### config.mk
export PLATFORM = sky130hd
export DESIGN_NAME = optical_black_offset_calibration
export DESIGN_NICKNAME = d
export VERILOG_FILES = /design/src/hdl/ob_cal_pkg.sv /design/src/hdl/optical_black_offset_calibration.sv
export SDC_FILE = /design/constraint.sdc
export NUM_CORES = 1
export LEC_CHECK = 0
export BUFFER_PORTS_ARGS = -buffer_cell sky130_fd_sc_hd__buf_2
export CAP_MARGIN = 20
export CORE_MARGIN = 2
export CORE_UTILIZATION = 47
export CTS_CLUSTER_DIAMETER = 60
export CTS_CLUSTER_SIZE = 28
export DETAILED_ROUTE_END_ITERATION = 7
export GPL_TIMING_DRIVEN = 1
export PLACE_DENSITY = 0.66
export SKIP_CTS_REPAIR_TIMING = 1
export SYNTH_ARGS = -nofsm -noshare
export SYNTH_HDL_FRONTEND = slang
export SYNTH_SLANG_ARGS = --single-unit
export TNS_END_PERCENT = 100
### constraint.sdc
create_clock -name i_ref_clk -period 14.6 [get_ports i_ref_clk]
set_input_delay 2.19 -clock i_ref_clk [delete_from_list [all_inputs] [get_ports i_ref_clk]]
set_output_delay 2.19 -clock i_ref_clk [all_outputs]
set_load 0.03 [all_outputs]
### src/hdl/ob_cal_pkg.sv
package ob_cal_pkg;
   // register byte offsets
   localparam logic [7:0] ADDR_CTRL       = 8'h00;
   localparam logic [7:0] ADDR_CTRL2      = 8'h04;
   localparam logic [7:0] ADDR_TARGET     = 8'h08;
   localparam logic [7:0] ADDR_HOT        = 8'h0c;
   localparam logic [7:0] ADDR_COLD       = 8'h10;
   localparam logic [7:0] ADDR_FINE_DAC   = 8'h14;
   localparam logic [7:0] ADDR_COARSE_DAC = 8'h18;
   localparam logic [7:0] ADDR_STATUS     = 8'h1c;
   localparam logic [7:0] ADDR_AVERAGE    = 8'h20;
   // ctrl fields
   localparam int CTRL_BYPASS_BIT   = 0;
   // ctrl2 fields
   localparam int CTRL2_WEIGHT_LSB  = 0;
   localparam int CTRL2_NPIX_LSB    = 4;
   localparam int CTRL2_SOF_BIT     = 8;
   // widths
   localparam int PIX_W    = 10;
   localparam int FINE_W   = 9;
   localparam int COARSE_W = 8;
   localparam int AVG_W    = PIX_W + 7;
   // reset values and ctrl2 field maxima
   localparam logic [PIX_W-1:0]    TARGET_RST  = 10'h040;
   localparam logic [PIX_W-1:0]    HOT_RST     = 10'h3ff;
   localparam logic [PIX_W-1:0]    COLD_RST    = 10'h000;
   localparam logic [2:0]          WEIGHT_RST  = 3'h0;
   localparam logic [2:0]          NPIX_RST    = 3'h4;
   localparam logic [2:0]          WEIGHT_MAX  = 3'h7;
   localparam logic [2:0]          NPIX_MAX    = 3'h6;
   localparam logic [FINE_W-1:0]   FINE_RST    = 9'h000;
   localparam logic [COARSE_W-1:0] COARSE_RST  = 8'h00;
   // fine dac span, converter lsbs
   localparam int FINE_SPAN = 225;

   typedef struct packed {
      logic             sof_fast;
      logic [2:0]       npix_log2;
      logic [2:0]       weight_shift;
      logic             bypass;
      logic [PIX_W-1:0] target;
      logic [PIX_W-1:0] hot;
      logic [PIX_W-1:0] cold;
   } cal_cfg_t;

   typedef struct packed {
      logic signed [FINE_W-1:0]   fine;
      logic signed [COARSE_W-1:0] coarse;
   } dac_pair_t;
endpackage

### src/hdl/optical_black_offset_calibration.sv
// Functional notes
// - after settling the offset dacs make the black output code equal the black level target.
// - black pixels form a weighted rolling average with weight 2^-k, smallest 1/128.
// - a larger weight converges faster and a smaller weight converges slower.
// - each black pixel after the first of a line is compared against the hot upper limit and the cold lower limit.
// - a pixel outside the limits is replaced by the previous black pixel.
// - with fast settle set, the first line of a frame ignores limits and uses weight 1.
// - black pixels averaged per line are 2^N with N from 0 to 6.
// - bypass stops auto updates and the dacs take software-written values.
// - leaving bypass, calibration starts from the dac values then held.
// - calibration starts when the clamp window goes low, sampled low on at least two successive rising clock edges.
// - the average is compared with the target (reset 40h) and the fine dac is corrected.
// - beyond the fine span of +-225 the coarse dac steps one lsb per adjustment by sign.
//
// The APB slave port and the address map are this design's own decisions.
`timescale 1ns/10ps
module optical_black_offset_calibration (
   input  wire logic                              i_ref_clk,
   input  wire logic                              i_sys_rst,
   input  wire logic                              i_black_clamp_window_n,
   input  wire logic                              i_frame_start,
   input  wire logic [ob_cal_pkg::PIX_W-1:0]      i_pixel_output_bus,
   input  wire logic                              i_psel,
   input  wire logic                              i_penable,
   input  wire logic                              i_pwrite,
   input  wire logic [7:0]                        i_paddr,
   input  wire logic [31:0]                       i_pwdata,
   output logic [31:0]                            o_prdata,
   output logic                                   o_pready,
   output logic                                   o_pslverr,
   output logic [ob_cal_pkg::FINE_W-1:0]          o_fine_offset_dac,
   output logic [ob_cal_pkg::COARSE_W-1:0]        o_coarse_offset_dac
);
   typedef enum {ST_IDLE, ST_ACC, ST_FILT, ST_ADJ} cal_state_t;

   ob_cal_pkg::cal_cfg_t  cfg, next_cfg;
   ob_cal_pkg::dac_pair_t dac, next_dac;
   cal_state_t            state, next_state;
   logic [31:0]           prdata, next_prdata;
   logic                  sync1, sync2, sync3, next_sync1;
   logic                  clamp_low, clamp_low_q;
   logic                  first_line, next_first_line;
   logic                  frame_pending, next_frame_pending;
   logic [6:0]            pix_cnt, next_pix_cnt;
   logic [ob_cal_pkg::PIX_W-1:0] prev_pix, next_prev_pix;
   logic [ob_cal_pkg::AVG_W-1:0] line_sum, next_line_sum;
   logic [ob_cal_pkg::AVG_W-1:0] avg, next_avg;
   logic                  avg_valid, next_avg_valid;
   logic [6:0]            npix;
   logic [ob_cal_pkg::PIX_W-1:0] pix_use, line_mean;
   logic signed [ob_cal_pkg::AVG_W+1:0] err, avg_delta;
   logic signed [ob_cal_pkg::FINE_W+1:0] fine_sum;
   logic                  wr, rd, fast;
   logic [2:0]            wshift;

   assign wr         = i_psel && i_penable && i_pwrite;
   assign rd         = i_psel && i_penable && !i_pwrite;
   assign o_pready   = 1'b1;
   assign o_prdata   = prdata;
   assign o_fine_offset_dac   = dac.fine;
   assign o_coarse_offset_dac = dac.coarse;
   // clamp low once second and third stages are both low
   assign clamp_low  = !sync2 && !sync3;
   assign npix       = 7'(1) << cfg.npix_log2;
   assign fast       = cfg.sof_fast && first_line;
   assign wshift     = fast ? 3'h0 : cfg.weight_shift;

   always_comb begin
      next_sync1 = i_black_clamp_window_n;
   end

   // pixel screen against hot and cold limits
   always_comb begin
      pix_use = i_pixel_output_bus;
      if (!fast && pix_cnt != 7'h0 &&
          (i_pixel_output_bus > cfg.hot || i_pixel_output_bus < cfg.cold)) begin
         pix_use = prev_pix;
      end
   end

   always_comb begin
      line_mean = ob_cal_pkg::PIX_W'(line_sum >> cfg.npix_log2);
      avg_delta = $signed({2'b00, line_mean, 7'h00}) - $signed({2'b00, avg});
      err       = $signed({2'b00, avg}) - $signed({2'b00, cfg.target, 7'h00});
      fine_sum  = $signed({{2{dac.fine[ob_cal_pkg::FINE_W-1]}}, dac.fine}) -
                  $signed(err[ob_cal_pkg::FINE_W+8:7]);
   end

   // calibration sequencer
   always_comb begin
      next_state         = state;
      next_pix_cnt       = pix_cnt;
      next_line_sum      = line_sum;
      next_prev_pix      = prev_pix;
      next_avg           = avg;
      next_avg_valid     = avg_valid;
      next_first_line    = first_line;
      next_frame_pending = frame_pending | i_frame_start;
      next_dac           = dac;
      case (state)
         ST_IDLE: begin
            if (clamp_low && !clamp_low_q) begin
               next_state         = ST_ACC;
               next_pix_cnt       = 7'h0;
               next_line_sum      = '0;
               next_first_line    = frame_pending;
               next_frame_pending = i_frame_start;
            end
         end
         ST_ACC: begin
            if (!clamp_low) begin
               next_state = ST_IDLE;
            end else begin
               next_line_sum = line_sum + ob_cal_pkg::AVG_W'(pix_use);
               next_prev_pix = pix_use;
               next_pix_cnt  = pix_cnt + 7'h1;
               if (pix_cnt + 7'h1 == npix) begin
                  next_state = ST_FILT;
               end
            end
         end
         ST_FILT: begin
            // avg += (mean - avg) * 2^-shift, first line seeds directly
            if (!avg_valid || wshift == 3'h0) begin
               next_avg = {line_mean, 7'h00};
            end else begin
               next_avg = ob_cal_pkg::AVG_W'($signed({2'b00, avg}) + (avg_delta >>> wshift));
            end
            next_avg_valid = 1'b1;
            next_state     = ST_ADJ;
         end
         ST_ADJ: begin
            if (!cfg.bypass) begin
               if (fine_sum > ob_cal_pkg::FINE_SPAN) begin
                  next_dac.fine   = 9'(ob_cal_pkg::FINE_SPAN);
                  next_dac.coarse = dac.coarse - 8'h01;
               end else if (fine_sum < -ob_cal_pkg::FINE_SPAN) begin
                  next_dac.fine   = 9'(-ob_cal_pkg::FINE_SPAN);
                  next_dac.coarse = dac.coarse + 8'h01;
               end else begin
                  next_dac.fine = ob_cal_pkg::FINE_W'(fine_sum);
               end
            end
            next_state = ST_IDLE;
         end
         default: next_state = ST_IDLE;
      endcase
      // software dac writes, taken in any mode over the sequencer; held values reused on leaving bypass
      if (wr && i_paddr == ob_cal_pkg::ADDR_FINE_DAC) begin
         next_dac.fine = i_pwdata[ob_cal_pkg::FINE_W-1:0];
      end
      if (wr && i_paddr == ob_cal_pkg::ADDR_COARSE_DAC) begin
         next_dac.coarse = i_pwdata[ob_cal_pkg::COARSE_W-1:0];
      end
   end

   // apb register file
   always_comb begin
      next_cfg    = cfg;
      next_prdata = prdata;
      if (wr) begin
         case (i_paddr)
            ob_cal_pkg::ADDR_CTRL:   next_cfg.bypass = i_pwdata[ob_cal_pkg::CTRL_BYPASS_BIT];
            ob_cal_pkg::ADDR_CTRL2: begin
               next_cfg.weight_shift = i_pwdata[ob_cal_pkg::CTRL2_WEIGHT_LSB +: 3];
               next_cfg.npix_log2    = (i_pwdata[ob_cal_pkg::CTRL2_NPIX_LSB +: 3] > ob_cal_pkg::NPIX_MAX) ?
                                       ob_cal_pkg::NPIX_MAX : i_pwdata[ob_cal_pkg::CTRL2_NPIX_LSB +: 3];
               next_cfg.sof_fast     = i_pwdata[ob_cal_pkg::CTRL2_SOF_BIT];
            end
            ob_cal_pkg::ADDR_TARGET: next_cfg.target = i_pwdata[ob_cal_pkg::PIX_W-1:0];
            ob_cal_pkg::ADDR_HOT:    next_cfg.hot    = i_pwdata[ob_cal_pkg::PIX_W-1:0];
            ob_cal_pkg::ADDR_COLD:   next_cfg.cold   = i_pwdata[ob_cal_pkg::PIX_W-1:0];
            default: ;
         endcase
      end
      if (i_psel && !i_penable && !i_pwrite) begin
         case (i_paddr)
            ob_cal_pkg::ADDR_CTRL:       next_prdata = {31'h0, cfg.bypass};
            ob_cal_pkg::ADDR_CTRL2:      next_prdata = {23'h0, cfg.sof_fast, 1'b0, cfg.npix_log2,
                                                        1'b0, cfg.weight_shift};
            ob_cal_pkg::ADDR_TARGET:     next_prdata = {22'h0, cfg.target};
            ob_cal_pkg::ADDR_HOT:        next_prdata = {22'h0, cfg.hot};
            ob_cal_pkg::ADDR_COLD:       next_prdata = {22'h0, cfg.cold};
            ob_cal_pkg::ADDR_FINE_DAC:   next_prdata = {23'h0, dac.fine};
            ob_cal_pkg::ADDR_COARSE_DAC: next_prdata = {24'h0, dac.coarse};
            ob_cal_pkg::ADDR_STATUS:     next_prdata = {28'h0, first_line, avg_valid,
                                                        state == ST_ACC, state != ST_IDLE};
            ob_cal_pkg::ADDR_AVERAGE:    next_prdata = {15'h0, avg};
            default:                     next_prdata = 32'h0;
         endcase
      end
   end

   always_comb begin
      o_pslverr = rd && (i_paddr > ob_cal_pkg::ADDR_AVERAGE || i_paddr[1:0] != 2'b00);
   end

   always_ff @(posedge i_ref_clk or posedge i_sys_rst) begin
      if (i_sys_rst) begin
         sync1         <= 1'b1;
         sync2         <= 1'b1;
         sync3         <= 1'b1;
         clamp_low_q   <= 1'b0;
         state         <= ST_IDLE;
         pix_cnt       <= 7'h0;
         line_sum      <= '0;
         prev_pix      <= '0;
         avg           <= '0;
         avg_valid     <= 1'b0;
         first_line    <= 1'b0;
         frame_pending <= 1'b0;
         dac           <= {ob_cal_pkg::FINE_RST, ob_cal_pkg::COARSE_RST};
         prdata        <= 32'h0;
         cfg           <= {1'b0, ob_cal_pkg::NPIX_RST, ob_cal_pkg::WEIGHT_RST, 1'b0,
                           ob_cal_pkg::TARGET_RST, ob_cal_pkg::HOT_RST, ob_cal_pkg::COLD_RST};
      end else begin
         sync1         <= next_sync1;
         sync2         <= sync1;
         sync3         <= sync2;
         clamp_low_q   <= clamp_low;
         state         <= next_state;
         pix_cnt       <= next_pix_cnt;
         line_sum      <= next_line_sum;
         prev_pix      <= next_prev_pix;
         avg           <= next_avg;
         avg_valid     <= next_avg_valid;
         first_line    <= next_first_line;
         frame_pending <= next_frame_pending;
         dac           <= next_dac;
         prdata        <= next_prdata;
         cfg           <= next_cfg;
      end
   end
endmodule // optical_black_offset_calibration

Word level (Yosys, flattened, before mapping)
Index checks and enable logic that the tools add are counted.
{"block": "totals", "wordCells": 126, "reg_bits": 177, "out_inout_bits": 51, "inputBits": 57}
{"block": "classes", "order_cmp": 6, "eq_ne": 18, "n_shift": 3, "reduce_logical": 44, "n_addsub": 8, "n_mux": 24, "n_bitwise": 1}
{"cell": "$pmux 17 s9", "n": 1}
{"cell": "$mux 17", "n": 6}
{"cell": "$eq 32x2->1 const B", "n": 3}
{"cell": "$mux 32", "n": 3}
{"cell": "$pmux 32 s3", "n": 1}
{"cell": "$sub 17x17->18", "n": 2}
{"cell": "$pmux 17 s2", "n": 1}
{"cell": "$eq 32x1->1 const B", "n": 1}
{"cell": "$eq 8x5->1 const B", "n": 4}
{"cell": "$logic_not 32->1", "n": 1}
{"cell": "$reduce_bool 32->1", "n": 1}
{"cell": "$mux 9", "n": 2}
{"cell": "$reduce_and 2->1", "n": 9}
{"cell": "$sshr 18x3->17", "n": 1}
{"cell": "$add 17x10->17", "n": 1}
{"cell": "$add 17x17->17", "n": 1}
{"cell": "$shr 17x3->10", "n": 1}
{"cell": "$eq 8x4->1 const B", "n": 2}
{"cell": "$mux 8", "n": 2}
{"cell": "$mux 7", "n": 2}
{"cell": "$pmux 7 s2", "n": 1}
{"cell": "$logic_and 1x1->1", "n": 13}
{"cell": "$gt 11x9->1 const B", "n": 1}
{"cell": "$lt 11x9->1 const B", "n": 1}
{"cell": "other kinds (27)", "n": 43}

Depth between registers and ports, before layout
{"block": "logic_depth", "ltp_word": 8, "depth_mapped": 25, "mapped_depth_nobuf": 23}

Least setup slack after synthesis
OpenSTA, ideal clock, no wires.
{"block": "synth_timing", "path_kind": "input -> register", "startpoint": "in i_pixel_output_bus[1] in the netlist's numbering", "endpoint": "reg line_sum[10] in the netlist's numbering", "path_stages": 20, "required_time_ns": 14.476, "slack_ns": 8.071, "t_arrival_ns": 6.405, "n_path_buf": 0, "setup_ns": 0.124, "cell_sequence": "ha_1 > a21o_1 > a21o_1 > a21o_1 > a21o_1 > a2111oi_0 > o21ai_0 > a21oi_2 > mux2_2 > ha_1 > fa_1 > a21o_1 > a21oi_1 > o21bai_1 > a21oi_1 > o21bai_1 > a21oi_1 > o21a_1 > xor2_1 > nor2_1"}
{"block": "synth_between", "elab_chain_cells": 7, "word_cells_on_any_way": 8, "cone_classes": "add/sub (1); order compare (2); mux (3); reduce/logical (2)"}
{"element": "start: declaration", "line": "optical_black_offset_calibration.sv:22", "rtl": "input wire logic [ob_cal_pkg::PIX_W-1:0] i_pixel_output_bus,"}
{"element": "$gt 10x10->1 / $lt 10x10->1 (equally long branches)", "line": "optical_black_offset_calibration.sv:76", "rtl": "(i_pixel_output_bus > cfg.hot || i_pixel_output_bus < cfg.cold)) begin"}
{"element": "$logic_or 1x1->1 (*)", "line": "optical_black_offset_calibration.sv:76"}
{"element": "$logic_and 1x1->1 (*)", "line": "optical_black_offset_calibration.sv:75", "rtl": "if (!fast && pix_cnt != 7'h0 &&"}
{"element": "$mux 10 (*)", "line": "optical_black_offset_calibration.sv:75"}
{"element": "net pix_use, one bit", "line": "optical_black_offset_calibration.sv:50", "rtl": "logic [ob_cal_pkg::PIX_W-1:0] pix_use, line_mean;"}
{"element": "$add 17x10->17 (*)", "line": "optical_black_offset_calibration.sv:114", "rtl": "next_line_sum = line_sum + ob_cal_pkg::AVG_W'(pix_use);"}
{"element": "$mux 17 (*)", "line": "optical_black_offset_calibration.sv:111", "rtl": "if (!clamp_low) begin"}
{"element": "$pmux 17 s2 (*)", "line": "optical_black_offset_calibration.sv:100", "rtl": "case (state)"}
{"element": "end signal: assignment", "line": "optical_black_offset_calibration.sv:223", "rtl": "line_sum <= next_line_sum;"}
{"element": "end: declaration", "line": "optical_black_offset_calibration.sv:46", "rtl": "logic [ob_cal_pkg::AVG_W-1:0] line_sum, next_line_sum;"}
The timed path passes the listed nets; every way through them passes the cells marked *. The select of a mux whose other input is x is not followed.
A chain may end at the register's enable or synchronous reset.

Worst setup path in the final report
{"block": "layout_timing", "startpoint": "in i_pixel_output_bus[1] in the netlist's numbering", "endpoint": "reg line_sum[16] in the netlist's numbering"}
Same word-level chain as after synthesis.

==> results.sh <==
export IMPL_ff2ff_path_depth=21
export IMPL_critPathArrivalTime_ns=7.34
export IMPL_postRouteAntennaNets=0
export IMPL_setup_viol_count_final=0
export IMPL_worst_setup_path_startpoint="i_pixel_output_bus[1]"
export IMPL_row_count=55
export IMPL_remaining_drc_errors=0
export IMPL_first_global_vias=8808
export IMPL_drt_wl_total_um=29800
export IMPL_transition_time_of_the_tightest_slew_check_pin_ns=0.913
export IMPL_synth_cell_type_count=85
export IMPL_utilization_after_layout_pct=52.4
export IMPL_grt_total_usage_pct=25.1
export IMPL_final_min_period_over_clock_period_pct=47.9
export IMPL_hold_path_cell_count=0
export IMPL_yosys_warnings=0
export IMPL_routed_via_count=9400
export IMPL_design_die_area_um2=24200
export IMPL_layout_area_overhead_vs_synth_pct=9.78
export IMPL_achievable_frequency_ghz=0.143
export IMPL_end_kind="flop"
export IMPL_timing_max_cap_violations=0
export IMPL_placer_congestion_estimate=0.899
export IMPL_crit_reg2reg_launch="cfg[35]$_DFFE_PP0P_"
export IMPL_p_int_mw=1.50
export IMPL_beginning_of_the_worst_hold_path="sync1$_DFF_PP1_"
export IMPL_post_route_cell_area_um2=11900
export IMPL_synth_enable_flop_cells=0
export IMPL_syn_inst=1255
export IMPL_holdCritPathClass="flop to flop"
export IMPL_seq_power_share_pct=18.4
export IMPL_route_detailed_wl_per_inst_um=18.8
export IMPL_synth_cell_area_um2=10800
export IMPL_crit_chain="buf_2, ha_1, a21o_1, a21o_1, a21o_1, a21o_1, a2111oi_0, o21ai_0, a21oi_2, mux2_2, ha_1, fa_1, a21o_1, a21oi_1, o21bai_1, a21oi_1, o21bai_1, a21oi_1, o21a_1, o21ai_0, a21oi_1"
export IMPL_first_pass_iters=5
export IMPL_grt_remaining_overflow=0
export IMPL_power_per_cell_area_nw_per_um2=244
export IMPL_yosysSeqAreaShare_pct=30.7
export IMPL_path_max_fanout=10
export IMPL_synth_seq_cells=132
export IMPL_hold_end="sync2$_DFF_PP1_"
export IMPL_finalNetCount=1428
export IMPL_switchingPower_mw=1.40
export IMPL_share_comb_of_total_power_pct=66.0
export IMPL_violation_count_after_the_first_detailed_routing_iteration=907
export IMPL_numClockSinks=132
export IMPL_irDropWorstVdd_mv=0.187
export IMPL_worstReg2RegEnd="avg[13]$_DFFE_PP0N_"
export IMPL_critPathMostFrequentCell="sky130_fd_sc_hd__a21o_1"
export IMPL_clock_root_buffer="sky130_fd_sc_hd__clkbuf_16"
export IMPL_reg2reg_slack_ns=8.42
export IMPL_grt_antenna_before_repair=0
export IMPL_cts_buffers_inserted=17
export IMPL_clk_transition_reported_paths_ns=0.06
export IMPL_timing_final_hold_violations=0
export IMPL_antenna_cells=0
export IMPL_htree_num_levels=4
export IMPL_relSlewSlack_pct=39.1
export IMPL_report_final_slew_viol_count=0
export IMPL_grt_first_pass_wirelength_um=47800
export IMPL_total_leakage_power_nw=5.28
export IMPL_die_width_um=156
export IMPL_synth_commonest_cells="128 x sky130_fd_sc_hd__nand2_1, 119 x sky130_fd_sc_hd__o21ai_0, 117 x sky130_fd_sc_hd__dfrtp_1, 79 x sky130_fd_sc_hd__ha_1, 79 x sky130_fd_sc_hd__nor2_1"
export IMPL_design_core_area_um2=22600
export IMPL_final_fill_count=2121
export IMPL_finClkSkew_ns=0.0126
export IMPL_setup_total_negative_slack_ns=0
export IMPL_port_buffers=69
export IMPL_cts_tree="built"
export IMPL_rsz0062_at_grt="no"
export IMPL_maximum_number_of_pins_on_one_net_before_global_route_repair=87
export IMPL_synth_avg_cell_area_um2=8.61
export IMPL_power_switching_share_pct=48.2
export IMPL_post_layout_nonfiller_instances=1586
export IMPL_vias_per_cell=5.93
export IMPL_floorplan_die_height_um=156
export IMPL_synthArstFlopShare_pct=100
export IMPL_synthTopCellsByArea="sky130_fd_sc_hd__dfrtp_1 27%, sky130_fd_sc_hd__ha_1 9.1%, sky130_fd_sc_hd__mux2_2 7.2%"
export IMPL_max_clock_path_buffers=2
export IMPL_pwr_share_clk_pct=15.6
export IMPL_synth_largest_area_cell="sky130_fd_sc_hd__dfrtp_1"
export IMPL_fin_worst_hold_slack_ns=0.355
export IMPL_slowest_delay_ns=0.61
export IMPL_worst_setup_path_type="input pin to flop"
export IMPL_clock_insertion_delay_worst_skew_ns=0.43
export IMPL_hpwl_um=22500
export IMPL_cp_start_kind="input pin"
export IMPL_status="finished clean"
export IMPL_critical_path_data_required_time_ns=14.95
export IMPL_initial_utilization_pct=47.7
export IMPL_ys_flop_type="sky130_fd_sc_hd__dfrtp_1"
export IMPL_drive_above_1_share_pct=16.2
export IMPL_period_needed_ns=6.99
export IMPL_synth_top_cell_area_share_pct=27.1
export IMPL_timing_critical_path_slowest_stage_cell="sky130_fd_sc_hd__a2111oi_0"
export IMPL_detailed_place_area_um2=11300
export IMPL_most_frequent_cell_after_synthesis="sky130_fd_sc_hd__nand2_1"
export IMPL_design_portCount=108
export IMPL_placedCellCount=1554
## registers in the layout, indices dropped and copies added, names as in the netlist
| signal | cells |
|---|---|
| o_fine_offset_dac | 9 |
| sync3 | 1 |
| line_sum | 17 |
| o_coarse_offset_dac | 8 |
| prev_pix | 10 |
| avg | 17 |
| cfg | 38 |
| avg_valid | 1 |
| state | 2 |
| frame_pending | 1 |
| sync1 | 1 |
| first_line | 1 |
| sync2 | 1 |
| clamp_low_q | 1 |
| o_prdata | 17 |
| pix_cnt | 7 |
## layer usage
layer / wire length [µm] / part of all wire, % / vias up / GRT usage, %
met5: 0 / 0 / - / 0
met4: 581 / 2.0 / 0 / 6.60
met3: 1700 / 5.7 / 46 / 4.17
met2: 13700 / 46 / 278 / 40.2
met1: 13800 / 46 / 4482 / 35.4
li1: - / - / 4594 / -
## power by group through the flow
| stage | logic (mW) | clock network, mW | registers, mW |
|---|---|---|---|
| after floorplan | 1.53 | 0 | 0.521 |
| after global placement | 1.86 | 0 | 0.535 |
| after detailed placement | 1.89 | 0 | 0.537 |
| after CTS | 1.90 | 0.456 | 0.531 |
| after global routing | 2.12 | 0.473 | 0.541 |
| final | 1.92 | 0.451 | 0.534 |
## worst max-delay path, delay by kind of cell
| kind | cells | cell delay [ns] |
|---|---|---|
| AO/OA/AOI/OAI | 16 | 3.73 |
| adder cells (fa/ha/maj) | 3 | 0.90 |
| buffers and inverters | 1 | 0.13 |
| multiplexers | 1 | 0.40 |
## cell families (layout without fill, tap and decap cells)
group / after synthesis / after routing / synth area share (%)
other: 2 / 16 / 0.0695
xor gates and xnor gates: 50 / 50 / 4.05
muxes: 111 / 111 / 11.4
DFF: 132 / 132 / 30.7
AOI/OAI and AO/OA: 360 / 360 / 21.7
buffers and inverters: 141 / 173 / 5.52
and+or+nand+nor: 376 / 376 / 16.7
adders and majority gates: 83 / 83 / 9.89
## area by class of cell
class                      instances  area, µm²  area share (%)
timing repair buffer              72        368            3.10
inverter                          69        264            2.22
tap                              285        357            3.01
multi-input combinational        996       6940            58.5
clock inverter                    10        149            1.25
sequential                       132       3320            28.0
clock buffer                      22        464            3.91
## stage by stage
| step | setup slack, ns | total power [mW] |
|---|---|---|
| 6_report | 7.61 | 2.90 |
| 5_1_grt | 6.94 | 3.14 |
| 4_1_cts | 7.56 | 2.89 |
| 3_5_place_dp | 7.15 | 2.42 |
| 3_3_place_gp | 7.27 | 2.40 |
| 2_1_floorplan | 8.07 | 2.05 |
## how the worst max path moves through the flow
| stage | endpoint | slack [ns] |
|---|---|---|
| 2_1_floorplan | line_sum[10]$_DFFE_PP0P_ | 8.07 |
| 5_1_grt | line_sum[16]$_DFFE_PP0P_ | 6.94 |
| 6_report | line_sum[16]$_DFFE_PP0P_ | 7.61 |
| 4_1_cts | line_sum[16]$_DFFE_PP0P_ | 7.56 |
| 3_5_place_dp | line_sum[16]$_DFFE_PP0P_ | 7.15 |
| 3_3_place_gp | line_sum[10]$_DFFE_PP0P_ | 7.27 |
## placed cells by master (no fill, tap or decap), drive strengths merged, types with 22 or more instances in the layout
cell / instances
nand2: 128
o21ai: 122
dfrtp: 117
nor2: 79
ha: 79
buf: 72
inv: 71
mux2: 70
a21oi: 68
nand3: 45
mux2i: 39
xor2: 26
xnor2: 24
clkbuf: 22
No activity file was read; power rests on OpenSTA's default activity.
